### src/design/dac_host_pkg.sv
package dac_host_pkg;
    // ------------------------------------------------------------
    // clock and word
    // ------------------------------------------------------------
    localparam int CLK_PERIOD_NS = 50;
    localparam int DATA_W        = 16;

    // ------------------------------------------------------------
    // pin timing in nanoseconds
    // ------------------------------------------------------------
    localparam int T_READ_CS_NS   = 150;  // select low for read
    localparam int T_RW_SETUP_NS  = 10;   // read line set before select
    localparam int T_HOLD_NS      = 10;   // lines held after select high
    localparam int T_BUS_REL_NS   = 100;  // bus released after select high
    localparam int T_WRITE_CS_NS  = 40;   // select low for write
    localparam int T_LOAD_HIGH_NS = 100;  // load strobe high
    localparam int T_LOAD_LOW_NS  = 100;  // load strobe low
    localparam int T_RST_HIGH_NS  = 10;   // reset high
    localparam int T_RST_LOW_NS   = 10;   // reset low

    // least times round up, never below one cycle
    function automatic int cyc_min(input int ns);
        int c;
        c = (ns + CLK_PERIOD_NS - 1) / CLK_PERIOD_NS;
        return (c < 1) ? 1 : c;
    endfunction : cyc_min

    localparam int CNT_W         = 4;
    localparam int C_SETUP       = cyc_min(T_RW_SETUP_NS);
    localparam int C_READ        = cyc_min(T_READ_CS_NS);
    localparam int C_WRITE       = cyc_min(T_WRITE_CS_NS);
    localparam int C_HOLD        = cyc_min(T_HOLD_NS);
    localparam int C_RELEASE     = cyc_min(T_BUS_REL_NS);
    localparam int C_LOAD_HIGH   = cyc_min(T_LOAD_HIGH_NS);
    localparam int C_LOAD_LOW    = cyc_min(T_LOAD_LOW_NS);
    localparam int C_RST_HIGH    = cyc_min(T_RST_HIGH_NS);
    localparam int C_RST_LOW     = cyc_min(T_RST_LOW_NS);
    localparam int C_SYNC        = 2;  // sync stages on the returned bus

    // ------------------------------------------------------------
    // sequencer states
    // ------------------------------------------------------------
    typedef enum logic [3:0] {
        ST_IDLE, ST_SETUP, ST_ACCESS, ST_HOLD, ST_RELEASE,
        ST_LOAD_HIGH, ST_LOAD_LOW, ST_RST_HIGH, ST_RST_LOW
    } seq_state_t;
endpackage : dac_host_pkg

### src/design/dac_host_ctrl.sv
`timescale 1ns/1ps
// Functional notes
// - one shared load strobe may update many
// - each access moves one 16-bit word
// - select low, write: store selected register
// - load rising with select high updates outputs
// - channel line low first, high second
// - words are unsigned straight binary
module dac_host_ctrl
    import dac_host_pkg::*;
(
    input  wire logic              mclk,
    input  wire logic              arst_n,
    // user side
    input  wire logic              wrReq,
    input  wire logic              rdReq,
    input  wire logic              loadReq,
    input  wire logic              rstReq,
    input  wire logic              chanSel,
    input  wire logic [DATA_W-1:0] wrData,
    output logic                   busy,
    output logic                   rdValid,
    output logic [DATA_W-1:0]      rdData,
    // device pins
    output logic                   chipSel_n,
    output logic                   readNotWrite,
    output logic                   channel_select,
    output logic                   load_outputs_strobe,
    output logic                   devReset,
    input  wire logic [DATA_W-1:0] dataIn,
    output logic [DATA_W-1:0]      dataOut,
    output logic                   dataOe
);
    // ------------------------------------------------------------
    // state
    // ------------------------------------------------------------
    typedef struct packed {
        seq_state_t        st;
        logic [CNT_W-1:0]  cnt;
        logic              isRead;
        logic              pendRst;
        logic              busy;
        logic              rdValid;
        logic [DATA_W-1:0] rdData;
        logic              csN;
        logic              rnw;
        logic              chan;
        logic              load;
        logic              rst;
        logic [DATA_W-1:0] dOut;
        logic              dOe;
    } ctl_t;

    ctl_t ctl_ff;
    ctl_t nxt_ctl;
    logic [DATA_W-1:0] dSync1_ff;
    logic [DATA_W-1:0] dSync2_ff;

    // two-flop sampling of the returned data bus
    always_ff @(posedge mclk or negedge arst_n) begin
        if (!arst_n) begin
            dSync1_ff <= '0;
            dSync2_ff <= '0;
        end else begin
            dSync1_ff <= dataIn;
            dSync2_ff <= dSync1_ff;
        end
    end

    function automatic logic [CNT_W-1:0] ld(input int n);
        return CNT_W'(n - 1);
    endfunction : ld

    // ------------------------------------------------------------
    // sequencer
    // ------------------------------------------------------------
    always_comb begin
        nxt_ctl = ctl_ff;
        nxt_ctl.rdValid = 1'b0;
        if (ctl_ff.cnt != '0) begin
            nxt_ctl.cnt = ctl_ff.cnt - 1'b1;
        end
        case (ctl_ff.st)
            ST_IDLE: begin
                nxt_ctl.busy = 1'b0;
                if (ctl_ff.pendRst || rstReq) begin
                    // first pulse after power-up, and on request
                    nxt_ctl.pendRst = 1'b0;
                    nxt_ctl.rst     = 1'b1;
                    nxt_ctl.busy    = 1'b1;
                    nxt_ctl.cnt     = ld(C_RST_HIGH);
                    nxt_ctl.st      = ST_RST_HIGH;
                end else if (loadReq) begin
                    // chip select stays high through the load edge
                    nxt_ctl.load = 1'b1;
                    nxt_ctl.busy = 1'b1;
                    nxt_ctl.cnt  = ld(C_LOAD_HIGH);
                    nxt_ctl.st   = ST_LOAD_HIGH;
                end else if (wrReq || rdReq) begin
                    // lines set up before chip select falls
                    nxt_ctl.isRead = rdReq && !wrReq;
                    nxt_ctl.rnw    = rdReq && !wrReq;
                    nxt_ctl.chan   = chanSel;
                    nxt_ctl.dOut   = wrData;
                    nxt_ctl.dOe    = !(rdReq && !wrReq);
                    nxt_ctl.busy   = 1'b1;
                    nxt_ctl.cnt    = ld(C_SETUP);
                    nxt_ctl.st     = ST_SETUP;
                end
            end
            ST_SETUP: begin
                if (ctl_ff.cnt == '0) begin
                    nxt_ctl.csN = 1'b0;
                    nxt_ctl.cnt = ctl_ff.isRead ? ld(C_READ + C_SYNC) : ld(C_WRITE);
                    nxt_ctl.st  = ST_ACCESS;
                end
            end
            ST_ACCESS: begin
                if (ctl_ff.cnt == '0) begin
                    if (ctl_ff.isRead) begin
                        // read-back word, two sync cycles late
                        nxt_ctl.rdData  = dSync2_ff;
                        nxt_ctl.rdValid = 1'b1;
                    end
                    nxt_ctl.csN = 1'b1;
                    nxt_ctl.cnt = ld(C_HOLD);
                    nxt_ctl.st  = ST_HOLD;
                end
            end
            ST_HOLD: begin
                if (ctl_ff.cnt == '0) begin
                    nxt_ctl.dOe = 1'b0;
                    nxt_ctl.rnw = 1'b1;
                    nxt_ctl.cnt = ld(C_RELEASE);
                    nxt_ctl.st  = ctl_ff.isRead ? ST_RELEASE : ST_IDLE;
                end
            end
            ST_RELEASE: begin
                // wait for the device to float the bus
                if (ctl_ff.cnt == '0) begin
                    nxt_ctl.st = ST_IDLE;
                end
            end
            ST_LOAD_HIGH: begin
                if (ctl_ff.cnt == '0) begin
                    nxt_ctl.load = 1'b0;
                    nxt_ctl.cnt  = ld(C_LOAD_LOW);
                    nxt_ctl.st   = ST_LOAD_LOW;
                end
            end
            ST_LOAD_LOW: begin
                if (ctl_ff.cnt == '0) begin
                    nxt_ctl.st = ST_IDLE;
                end
            end
            ST_RST_HIGH: begin
                if (ctl_ff.cnt == '0) begin
                    nxt_ctl.rst = 1'b0;
                    nxt_ctl.cnt = ld(C_RST_LOW);
                    nxt_ctl.st  = ST_RST_LOW;
                end
            end
            ST_RST_LOW: begin
                if (ctl_ff.cnt == '0) begin
                    nxt_ctl.st = ST_IDLE;
                end
            end
            default: begin
                nxt_ctl.st = ST_IDLE;
            end
        endcase
    end

    // register the state
    always_ff @(posedge mclk or negedge arst_n) begin
        if (!arst_n) begin
            ctl_ff         <= '0;
            ctl_ff.st      <= ST_IDLE;
            ctl_ff.pendRst <= 1'b1;
            ctl_ff.busy    <= 1'b1;
            ctl_ff.csN     <= 1'b1;
            ctl_ff.rnw     <= 1'b1;
        end else begin
            ctl_ff <= nxt_ctl;
        end
    end

    // ------------------------------------------------------------
    // outputs
    // ------------------------------------------------------------
    assign busy                = ctl_ff.busy;
    assign rdValid             = ctl_ff.rdValid;
    assign rdData              = ctl_ff.rdData;
    assign chipSel_n           = ctl_ff.csN;
    assign readNotWrite        = ctl_ff.rnw;
    assign channel_select      = ctl_ff.chan;
    assign load_outputs_strobe = ctl_ff.load;
    assign devReset            = ctl_ff.rst;
    assign dataOut             = ctl_ff.dOut;
    assign dataOe              = ctl_ff.dOe;

    // ------------------------------------------------------------
    // checks
    // ------------------------------------------------------------
    a_load_cs_high: assert property (@(posedge mclk) disable iff (!arst_n)
        $rose(load_outputs_strobe) |-> chipSel_n)
        else $error("load edge while selected");
    a_load_width: assert property (@(posedge mclk) disable iff (!arst_n)
        $rose(load_outputs_strobe) |-> load_outputs_strobe [*2])
        else $error("load strobe too short");
    a_write_drive: assert property (@(posedge mclk) disable iff (!arst_n)
        (!chipSel_n && !readNotWrite) |-> dataOe)
        else $error("write without data drive");
    a_read_float: assert property (@(posedge mclk) disable iff (!arst_n)
        (!chipSel_n && readNotWrite) |-> !dataOe)
        else $error("host drives bus during read");
    a_read_width: assert property (@(posedge mclk) disable iff (!arst_n)
        ($fell(chipSel_n) && readNotWrite) |-> !chipSel_n [*3])
        else $error("read select too short");
    a_chan_stable: assert property (@(posedge mclk) disable iff (!arst_n)
        !chipSel_n |=> $stable(channel_select) || chipSel_n)
        else $error("channel moved while selected");
    a_rst_pulse: assert property (@(posedge mclk) disable iff (!arst_n)
        $rose(devReset) |=> !devReset ##1 chipSel_n)
        else $error("reset pulse malformed");
    a_release_gap: assert property (@(posedge mclk) disable iff (!arst_n)
        ($rose(chipSel_n) && readNotWrite) |-> busy [*3])
        else $error("next access before bus release");
    a_one_word: assert property (@(posedge mclk) disable iff (!arst_n)
        (!chipSel_n && dataOe) |=> $stable(dataOut) || chipSel_n)
        else $error("write word changed in access");
    c_write: cover property (@(posedge mclk) $fell(chipSel_n) && !readNotWrite);
    c_read: cover property (@(posedge mclk) rdValid);
    c_load: cover property (@(posedge mclk) $rose(load_outputs_strobe));
    c_reset: cover property (@(posedge mclk) $rose(devReset));
endmodule : dac_host_ctrl

### config.mk
export PLATFORM = sky130hd
export DESIGN_NAME = dac_host_ctrl
export DESIGN_NICKNAME = d
export VERILOG_FILES = /design/src/design/dac_host_pkg.sv /design/src/design/dac_host_ctrl.sv
export SDC_FILE = /design/constraint.sdc
export NUM_CORES = 1
export LEC_CHECK = 0
export BUFFER_PORTS_ARGS = -buffer_cell sky130_fd_sc_hd__buf_2
export CORE_ASPECT_RATIO = 0.8
export CORE_UTILIZATION = 41
export DETAILED_ROUTE_END_ITERATION = 16
export PLACE_DENSITY = 0.6
export SYNTH_ARGS = -nofsm -noshare
export SYNTH_HDL_FRONTEND = slang
export SYNTH_SLANG_ARGS = --single-unit
### constraint.sdc
create_clock -name mclk -period 5.8 [get_ports mclk]
set_input_delay 0 -clock mclk [delete_from_list [all_inputs] [get_ports mclk]]
set_output_delay 0 -clock mclk [all_outputs]
set_load 0.02 [all_outputs]
# == Word-level counts from Yosys, hierarchy flattened ==
# Index checks and enable logic that the tools add are counted.
# classes
n_addsub,1
eq_ne,20
mux,34
bitwise,2
n_reduce_logical,21
# op_table
operator,count
8-bit 2-to-1 mux,7
17-bit 2-to-1 mux,2
4-bit one-hot mux with 7 select lines,1
4-bit one-hot mux with 6 select lines,1
2-bit != test (second input constant),10
18-bit 2-to-1 mux,1
4-bit by 3-bit == test with 1-bit output (second input constant),4
1-bit 2-to-1 mux,10
1-bit one-hot mux with 2 select lines,5
9-bit 2-to-1 mux,1
3-bit AND reduction,3
4-bit by 2-bit == test with 1-bit output (second input constant),2
4-bit zero test,2
4-bit 2-to-1 mux,2
4-bit AND reduction,2
2-bit nonzero test,4
7-bit AND reduction,1
3-bit 2-to-1 mux,2
5-bit AND reduction,1
4-bit by 1-bit == test with 1-bit output (second input constant),1
4-bit == test (second input constant),1
2-bit 2-to-1 mux,2
4-bit != test (second input constant),1
4-bit nonzero test,1
other kinds (8),11
# totals
reg_bits,82
input_bits,39
out_inout_bits,40

# == Logic depth before layout (Yosys ltp) ==
# Gate-level depths: netlist (run 1).
# depth
depth_word,7
depth_mapped,9

# == Least setup slack after synthesis (run 1) ==
# OpenSTA, ideal clock, no wires.
# synth_timing
path_type,reg-to-reg
from,register ctl_ff[42] (netlist name)
to,"register ctl_ff, in the netlist rdData[10]"
setup_time_ns,0.125
t_arrival_ns,1.986
path_slack_ns,3.689
stages_incl_launch_ff,9
n_path_buf,1
period_less_slack_ns,2.111
cell_sequence,dfrtp_1 > inv_1 > ha_1 > nor3b_4 > inv_2 > nor4b_4 > nand3_4 > buf_6 > mux2_4
# synth_via
elab_chain_cells,2
# synth_rtl
item,line,rtl
"start, declared",dac_host_ctrl.sv:54,ctl_t ctl_ff;
"start signal, assigned",dac_host_ctrl.sv:184,ctl_ff <= nxt_ctl;
4-bit zero test,dac_host_ctrl.sv:119,if (ctl_ff.cnt == '0) begin
3-bit AND reduction (no source line),--,
# No other way between the ends.
# A chain may end at the register's enable or synchronous reset.

# == Worst setup path in the final report (run 1) ==
# layout_timing
from,register ctl_ff[47] (netlist name)
to,"register ctl_ff, in the netlist dataOut[4]"
# layout_via
elab_chain_cells,2
# layout_rtl
item,line,rtl
4-bit zero test,dac_host_ctrl.sv:83,case (ctl_ff.st)
4-bit AND reduction (no source line),--,
# No other way between the ends.

==> results of run 1 <==
==> state kept, by name, indices dropped and copies added, names as in the netlist <==
name	cells
busy	1
channel_select	1
chipSel_n	1
ctl_ff	10
dSync1_ff	16
dSync2_ff	16
dataOe	1
dataOut	16
devReset	1
load_outputs_strobe	1
rdData	16
rdValid	1
readNotWrite	1
==> synthesized netlist by cell type, drive strengths merged, types with 2 or more instances <==
library cell	number
nand2	9
dfstp	4
nand3	2
nor2b	2
dfrtp	78
a31oi	3
or2	2
mux2	33
a21oi	8
nand2b	3
nor3	5
clkbuf	3
and2	2
o21ai	2
nor2	9
ha	3
inv	7
buf	37
o21a	2
a22o	2
==> layer usage <==
layer,up-vias,routed length [um]
li1,944,-
met1,936,2720
met2,55,2700
met3,6,283
met4,0,56
met5,-,0
==> tightest hold or removal path: stages <==
cell and delay [ns]:
buf_2 0.11, a22o_1 0.15, o21ai_0 0.07
==> cells in the final DEF, fill, tap and decap left out, types with 3 or more instances in the layout <==
| cell type | count |
|---|---|
| clkbuf_8 | 9 |
| inv_1 | 6 |
| buf_2 | 77 |
| inv_6 | 3 |
| mux2_2 | 14 |
| dfrtp_1 | 78 |
| nand2b_1 | 3 |
| dfstp_2 | 4 |
| a31oi_1 | 3 |
| nor3_1 | 5 |
| nor2_1 | 9 |
| a21oi_1 | 8 |
| nand2_1 | 9 |
| ha_1 | 3 |
| dlygate4sd3_1 | 37 |
| mux2_4 | 19 |
==> final cells by class <==
| class | count | area, um2 | share of cell area |
|---|---|---|---|
| Sequential cell | 82 | 2060 | 0.502 |
| Multi-Input combinational cell | 106 | 940 | 0.229 |
| Timing Repair Buffer | 115 | 763 | 0.186 |
| Tap cell | 105 | 131 | 0.0321 |
| Clock buffer | 9 | 124 | 0.0302 |
| Clock inverter | 7 | 57.6 | 0.0140 |
| Inverter | 7 | 26.3 | 0.00641 |
==> kinds of logic (layout without fill, tap and decap cells) <==
family	Yosys count	in the layout
buffers and inverters	47	138
AO/OA/AOI/OAI	28	28
multiplexers	33	33
adder cells (fa/ha/maj)	3	3
AND/OR/NAND/NOR	42	42
flip-flops	82	82
==> repair_timing <==
item,CTS,global route
hold endpoints to repair,115,0
setup endpoints to repair,0,0
hold buffers,37,0
==> worst max path at each step <==
stage / slack, ns / end / startpoint
global route: 2.92 / dataOut[5]$_DFFE_PN0P_ / ctl_ff[47]$_DFFE_PN0P_
global placement: 3.10 / dataOut[0]$_DFFE_PN0P_ / ctl_ff[47]$_DFFE_PN0P_
floorplan: 3.69 / rdData[10]$_DFFE_PN0P_ / ctl_ff[42]$_DFF_PN0_
detailed placement: 3.04 / dataOut[3]$_DFFE_PN0P_ / ctl_ff[46]$_DFFE_PN0P_
CTS: 3.03 / dataOut[3]$_DFFE_PN0P_ / ctl_ff[47]$_DFFE_PN0P_
finish: 3.05 / dataOut[4]$_DFFE_PN0P_ / ctl_ff[47]$_DFFE_PN0P_
==> metrics by stage <==
step	util	setup slack [ns]
6_report	0.537	3.05
5_1_grt	0.537	2.92
4_1_cts	0.537	3.03
3_5_place_dp	0.464	3.04
3_3_place_gp	0.464	3.10
2_1_floorplan	-	3.69
==> power breakdown <==
group | switching [mW] | total [mW] | internal [mW]
sequential | 0.123 | 0.857 | 0.735
clock | 0.220 | 0.382 | 0.162
combinational | 0.373 | 0.711 | 0.338
==> impl_results.md, run 1 <==
* Num ports at 79
* Static leakage at 2.00 nW
* # DRC at 0
* First-pass GRT wire length at approximately 8900 um
* Min Tclk post-route at 2.75 ns
* Die W at slightly above 100 um
* Initial DRC count at 79
* Post-route cell area at 4100 um2
* WHS Endpoint: dataOe$_DFFE_PN0P_
* R2R Setup Slk at 3.05 ns
* Power, Total at between 1.5 and 2 mW
* Grt met1 use at 0.190
* Largest area contributor in the netlist: dfrtp_1
* Cells along the critical path: or4_1 > nor2b_4 > and2b_1 > mux2_2
* Total gr overflow at 0
* RSZ-0062 raised after global routing: no
* Top delay family on crit path: simple AND/OR/NAND/NOR gates
* Stages on worst setup path at 4
* Seq/Total Area, Yosys at 0.618
* Placeable Area at 7640 um2
* Post-placement cell area at around 3500 um2
* WHS Path Cells at 3
* Outcome: finished, final reports clean
* CP peak stage delay at roughly 0.74 ns
* Post-DP HPWL at 3540 um
* Global route hottest layer: met2
* Die Span Y at 82.6 um
* H-tree levels at 3
* WHS at 0.0260 ns
* Synth unique cells at 46
* GR Util met2 at 0.212
* Largest net degree at the start of global routing at 83
* R2r startpoint: ctl_ff[47]$_DFFE_PN0P_
* Synth Area in Adders at 0.0113
* GPL Wtd Cong at 0.827
* VDD IR max at between 0.2 and 0.25 mV
* Syn Area/Cell at 14.2 um2
* Synth area leaders: dfrtp_1, mux2_4, buf_4
* Num CTS Buffers at 9
* Syn Nets at between 200 and 300
* Port Buf Inserts at 78
* Least-Margin Pin Slew at 1.00 ns
* Post-synthesis compound-gate area fraction at 0.0579
* DR vias at 1941
* Post-synth top area share at 0.587
* Placed cells at ~380
* Routed Antenna Nets at 0
* Via density at 4.50
* Vias in the first global route at 1868
* CTS tree: done
* Fin cells at 431
* R2R depth at 4
* Worst-path fanout max at 17
* Final setup violation count at 0
* Clock Tree Root: clkbuf_8
* Worst setup SP type: flop
* DRT Wirelength at around 5800 um
* Clk Latency, worst-skew pair at ~0.35 ns
* Number of diodes at 0
* CP max-delay cell: and2b_1
* Worst EP required at 6.04 ns
* WL/cell at 13.4 um
* Yosys warning count at 0
* Post-synth EDFFs at 0
* Xor and xnor area share after synthesis at 0
* Multiplexer share of the synthesized area at 0.133
* Post-Synthesis Cells at 235
* Max_slew headroom at 0.331
* Clk sinks at 82
* R2R Path End: dataOut[4]$_DFFE_PN0P_
* Initial antenna violation count at 0
* Simple-gate share of the synthesized area at 0.0801
* Die area at 8480 um2
* Post-CTS sizing at 0
* Clock Path Buffers at 2
* # rows at 28
* Max Cap Viol at 0
* Period utilisation layout at 0.474
* Grt met3 use at 0.0564
* Setup TNS at 0 ns
* Top_reg_cell synth: dfrtp_1
* Max-slew violation count at 0
* Clk slew on worst S/H paths at 0.09 ns
* Setup CP Type: flop to flop
* Mapped Area at about 3300 um2
* Clock skew at ~0.011 ns
* Global-route usage over all layers at 0.142
* Fraction of registers with async set/reset at 1.00
* Number of synthesized register bits at 82
* Pre-antenna DRT Iters at 4
* Crit. End Element: flop
* # nets final at 363
* Worst min-delay path category: primary input to flop
* WP buf/inv at 0
* Crit path DAT at 2.99 ns
* Starting density of the core at 0.436
* HP Start: rdReq
* Area Overhead vs Synth at 23.2%
* Largest family of logic cells by synthesized area: multiplexers
* Setup bufs post-CTS at 0
* Layout fillers at 664
* Power per cell area at 476 nW/um2
* Highest Clock Rate at around 360 MHz
* Final Hold Fails at 0
* Layout cells sized above 1 at 0.429
Power figures use the tool's default switching activity.
==> run 2: changes to the inputs <==
- PLACE_DENSITY: 0.6 -> 0.62
- clock period: 5.8 -> 2.3 ns (I/O delays scaled with it)
==> impl_results.md, run 2 (synthesis results as in run 1) <==
* Die area at 8480 um2 (unchanged)
* Setup TNS at 0 ns (unchanged)
* Clk Latency, worst-skew pair at 0.35 ns (about the same)
* Largest net degree at the start of global routing at 83 (unchanged)
* Total gr overflow at 0 (unchanged)
* Static leakage at 2.05 nW (+2.8%)
* # DRC at 0 (unchanged)
* Outcome: finished, final reports clean
* Worst-path fanout max at 17 (unchanged)
* Die W at 103 um (unchanged)
* Final setup violation count at 0 (unchanged)
* Pre-antenna DRT Iters at 4 (unchanged)
* Post-DP HPWL at 3810 um (+7.6%)
* # nets final at 374 (+3.0%)
* Most frequent cells in the layout: dfrtp_1, buf_2, dlygate4sd3_1, mux2_4, mux2_2
* Worst EP required at 2.54 ns (-3.50 ns)
* WL/cell at 13.9 um (+3.8%)
* Num CTS Buffers at 9 (unchanged)
* Starting density of the core at 0.436 (unchanged)
* Vias in the first global route at 1973 (+5.6%)
* R2R depth at 8 (+4)
* Crit path DAT at 2.36 ns (-0.63 ns)
* Clk slew on worst S/H paths at 0.09 ns (about the same)
* Routed Antenna Nets at 0 (unchanged)
* Clock Tree Root: clkbuf_8
* Worst setup SP type: flop
* Via density at 4.64 (+3.1%)
* Clock Path Buffers at 2 (unchanged)
* Number of diodes at 0 (unchanged)
* Port Buf Inserts at 78 (unchanged)
* Final Hold Fails at 0 (unchanged)
* Power, Total at 5.00 mW (+160%)
* Die Span Y at 82.6 um (unchanged)
* Min Tclk post-route at 2.11 ns (-0.635 ns)
* Clock skew at 0.00625 ns (-0.00433 ns)
* Crit. End Element: flop
* Stages on worst setup path at 8 (+4)
* Least-Margin Pin Slew at 0.989 ns (-0.0135 ns)
* H-tree levels at 3 (unchanged)
* # rows at 28 (unchanged)
* Power per cell area at 1190 nW/um2 (+150%)
* Cells along the critical path: inv_1 > ha_1 > nor3b_4 > inv_2 > nor4b_4 > nand3_4 > buf_12 > mux2_4
* CP peak stage delay at 0.41 ns (-0.33 ns)
* GPL Wtd Cong at 0.853 (+3.2%)
* Global-route usage over all layers at 0.158 (+0.0154)
* Max-slew violation count at 0 (unchanged)
* Layout cells sized above 1 at 0.442 (+0.0127)
* VDD IR max at 0.571 mV (+130%)
* Worst min-delay path category: primary input to flop
* First-pass GRT wire length at 9720 um (+9.1%)
* Num ports at 79 (unchanged)
* Top delay family on crit path: simple AND/OR/NAND/NOR gates
* Commonest non-fill, non-tap cell in the layout: dfrtp_1
* Area Overhead vs Synth at 26.4%
* CP max-delay cell: dfrtp_1
* Period utilisation layout at 0.919 (+0.445)
* Highest Clock Rate at 473 MHz (+30%)
* Initial DRC count at 54 (-32%)
* Fin cells at 442 (+2.6%)
* DR vias at 2052 (+5.7%)
* Max Cap Viol at 0 (unchanged)
* Placed cells at 387 (+2.4%)
* WHS at 0.0351 ns (+0.00909 ns)
* WP buf/inv at 3 (+3)
* RSZ-0062 raised after global routing: no
* CTS tree: done
* Placeable Area at 7640 um2 (unchanged)
* Initial antenna violation count at 0 (unchanged)
* Setup CP Type: flop to flop
* Clk sinks at 82 (unchanged)
* Max_slew headroom at 0.340 (+0.00902)
* DRT Wirelength at 6130 um (+6.4%)
* WHS Path Cells at 4 (+1)
-- run 2: changes by cell type in the layout (fill, tap and decap cells not counted), sizes merged --
cell / previous run / this run
buf: 78 / 88
inv: 11 / 9
clkbuf: 9 / 10
clkinvlp: 2 / 3
dlygate4sd3: 37 / 38
-- run 2: final cells by class --
class                           count  area (um2)
Timing Repair Buffer              126         873
Multi-Input combinational cell    106         940
Clock inverter                      6        51.3
Sequential cell                    82        2060
Inverter                            7        26.3
Fill cell                         669        3430
Clock buffer                       10         128
Tap cell                          105         131
-- run 2: tightest hold or removal path, delay by kind of cell --
family	cells	cell delay, ns
AO/OA/AOI/OAI	1	0.11
buffers and inverters	1	0.12
AND/OR/NAND/NOR	2	0.13
-- run 2: power by group --
group	internal [mW]	leakage (nW)	switching, mW
Sequential	1.85	0.993	0.228
Combinational	0.932	0.980	1.05
Clock	0.405	0.0810	0.535
-- run 2: layer usage --
metal,GRT usage,vias to the layer above,wire length (um)
met5,0,-,0
met2,0.237,76,2810
li1,-,972,-
met3,0.0564,10,364
met4,0.0471,0,64
met1,0.214,994,2890
-- run 2: what timing repair did --
| item | CTS | global route |
|---|---|---|
| endpoints found under the hold margin | 115 | 0 |
| buffers inserted | 0 | 1 |
| gates resized for setup | 0 | 1 |
| hold buffers | 38 | 0 |
| endpoints found under the setup margin | 0 | 17 |
-- run 2: path summary, 6_finish.rpt --
path	from	to	slack, ns
max in group asynchronous	arst_n	dataOut[2]$_DFFE_PN0P_	1.32
setup reg to reg	ctl_ff[42]$_DFF_PN0_	rdData[7]$_DFFE_PN0P_	0.19
setup / recovery	ctl_ff[42]$_DFF_PN0_	rdData[7]$_DFFE_PN0P_	0.19
hold reg to reg	dSync1_ff[8]$_DFF_PN0_	dSync2_ff[8]$_DFF_PN0_	0.35
min in group asynchronous	arst_n	dSync2_ff[4]$_DFF_PN0_	0.34
hold / removal	rstReq	devReset$_DFFE_PN0P_	0.04
-- run 2: per-stage QoR --
step / area [um2] / setup slack (ns) / utilization
after floorplan: 3330 / 0.189 / -
after global placement: 3630 / 0.183 / 0.475
after detailed placement: 3630 / 0.0698 / 0.475
after CTS: 4190 / 0.0564 / 0.548
after global routing: 4210 / 0.00406 / 0.551
final: 4210 / 0.186 / 0.551
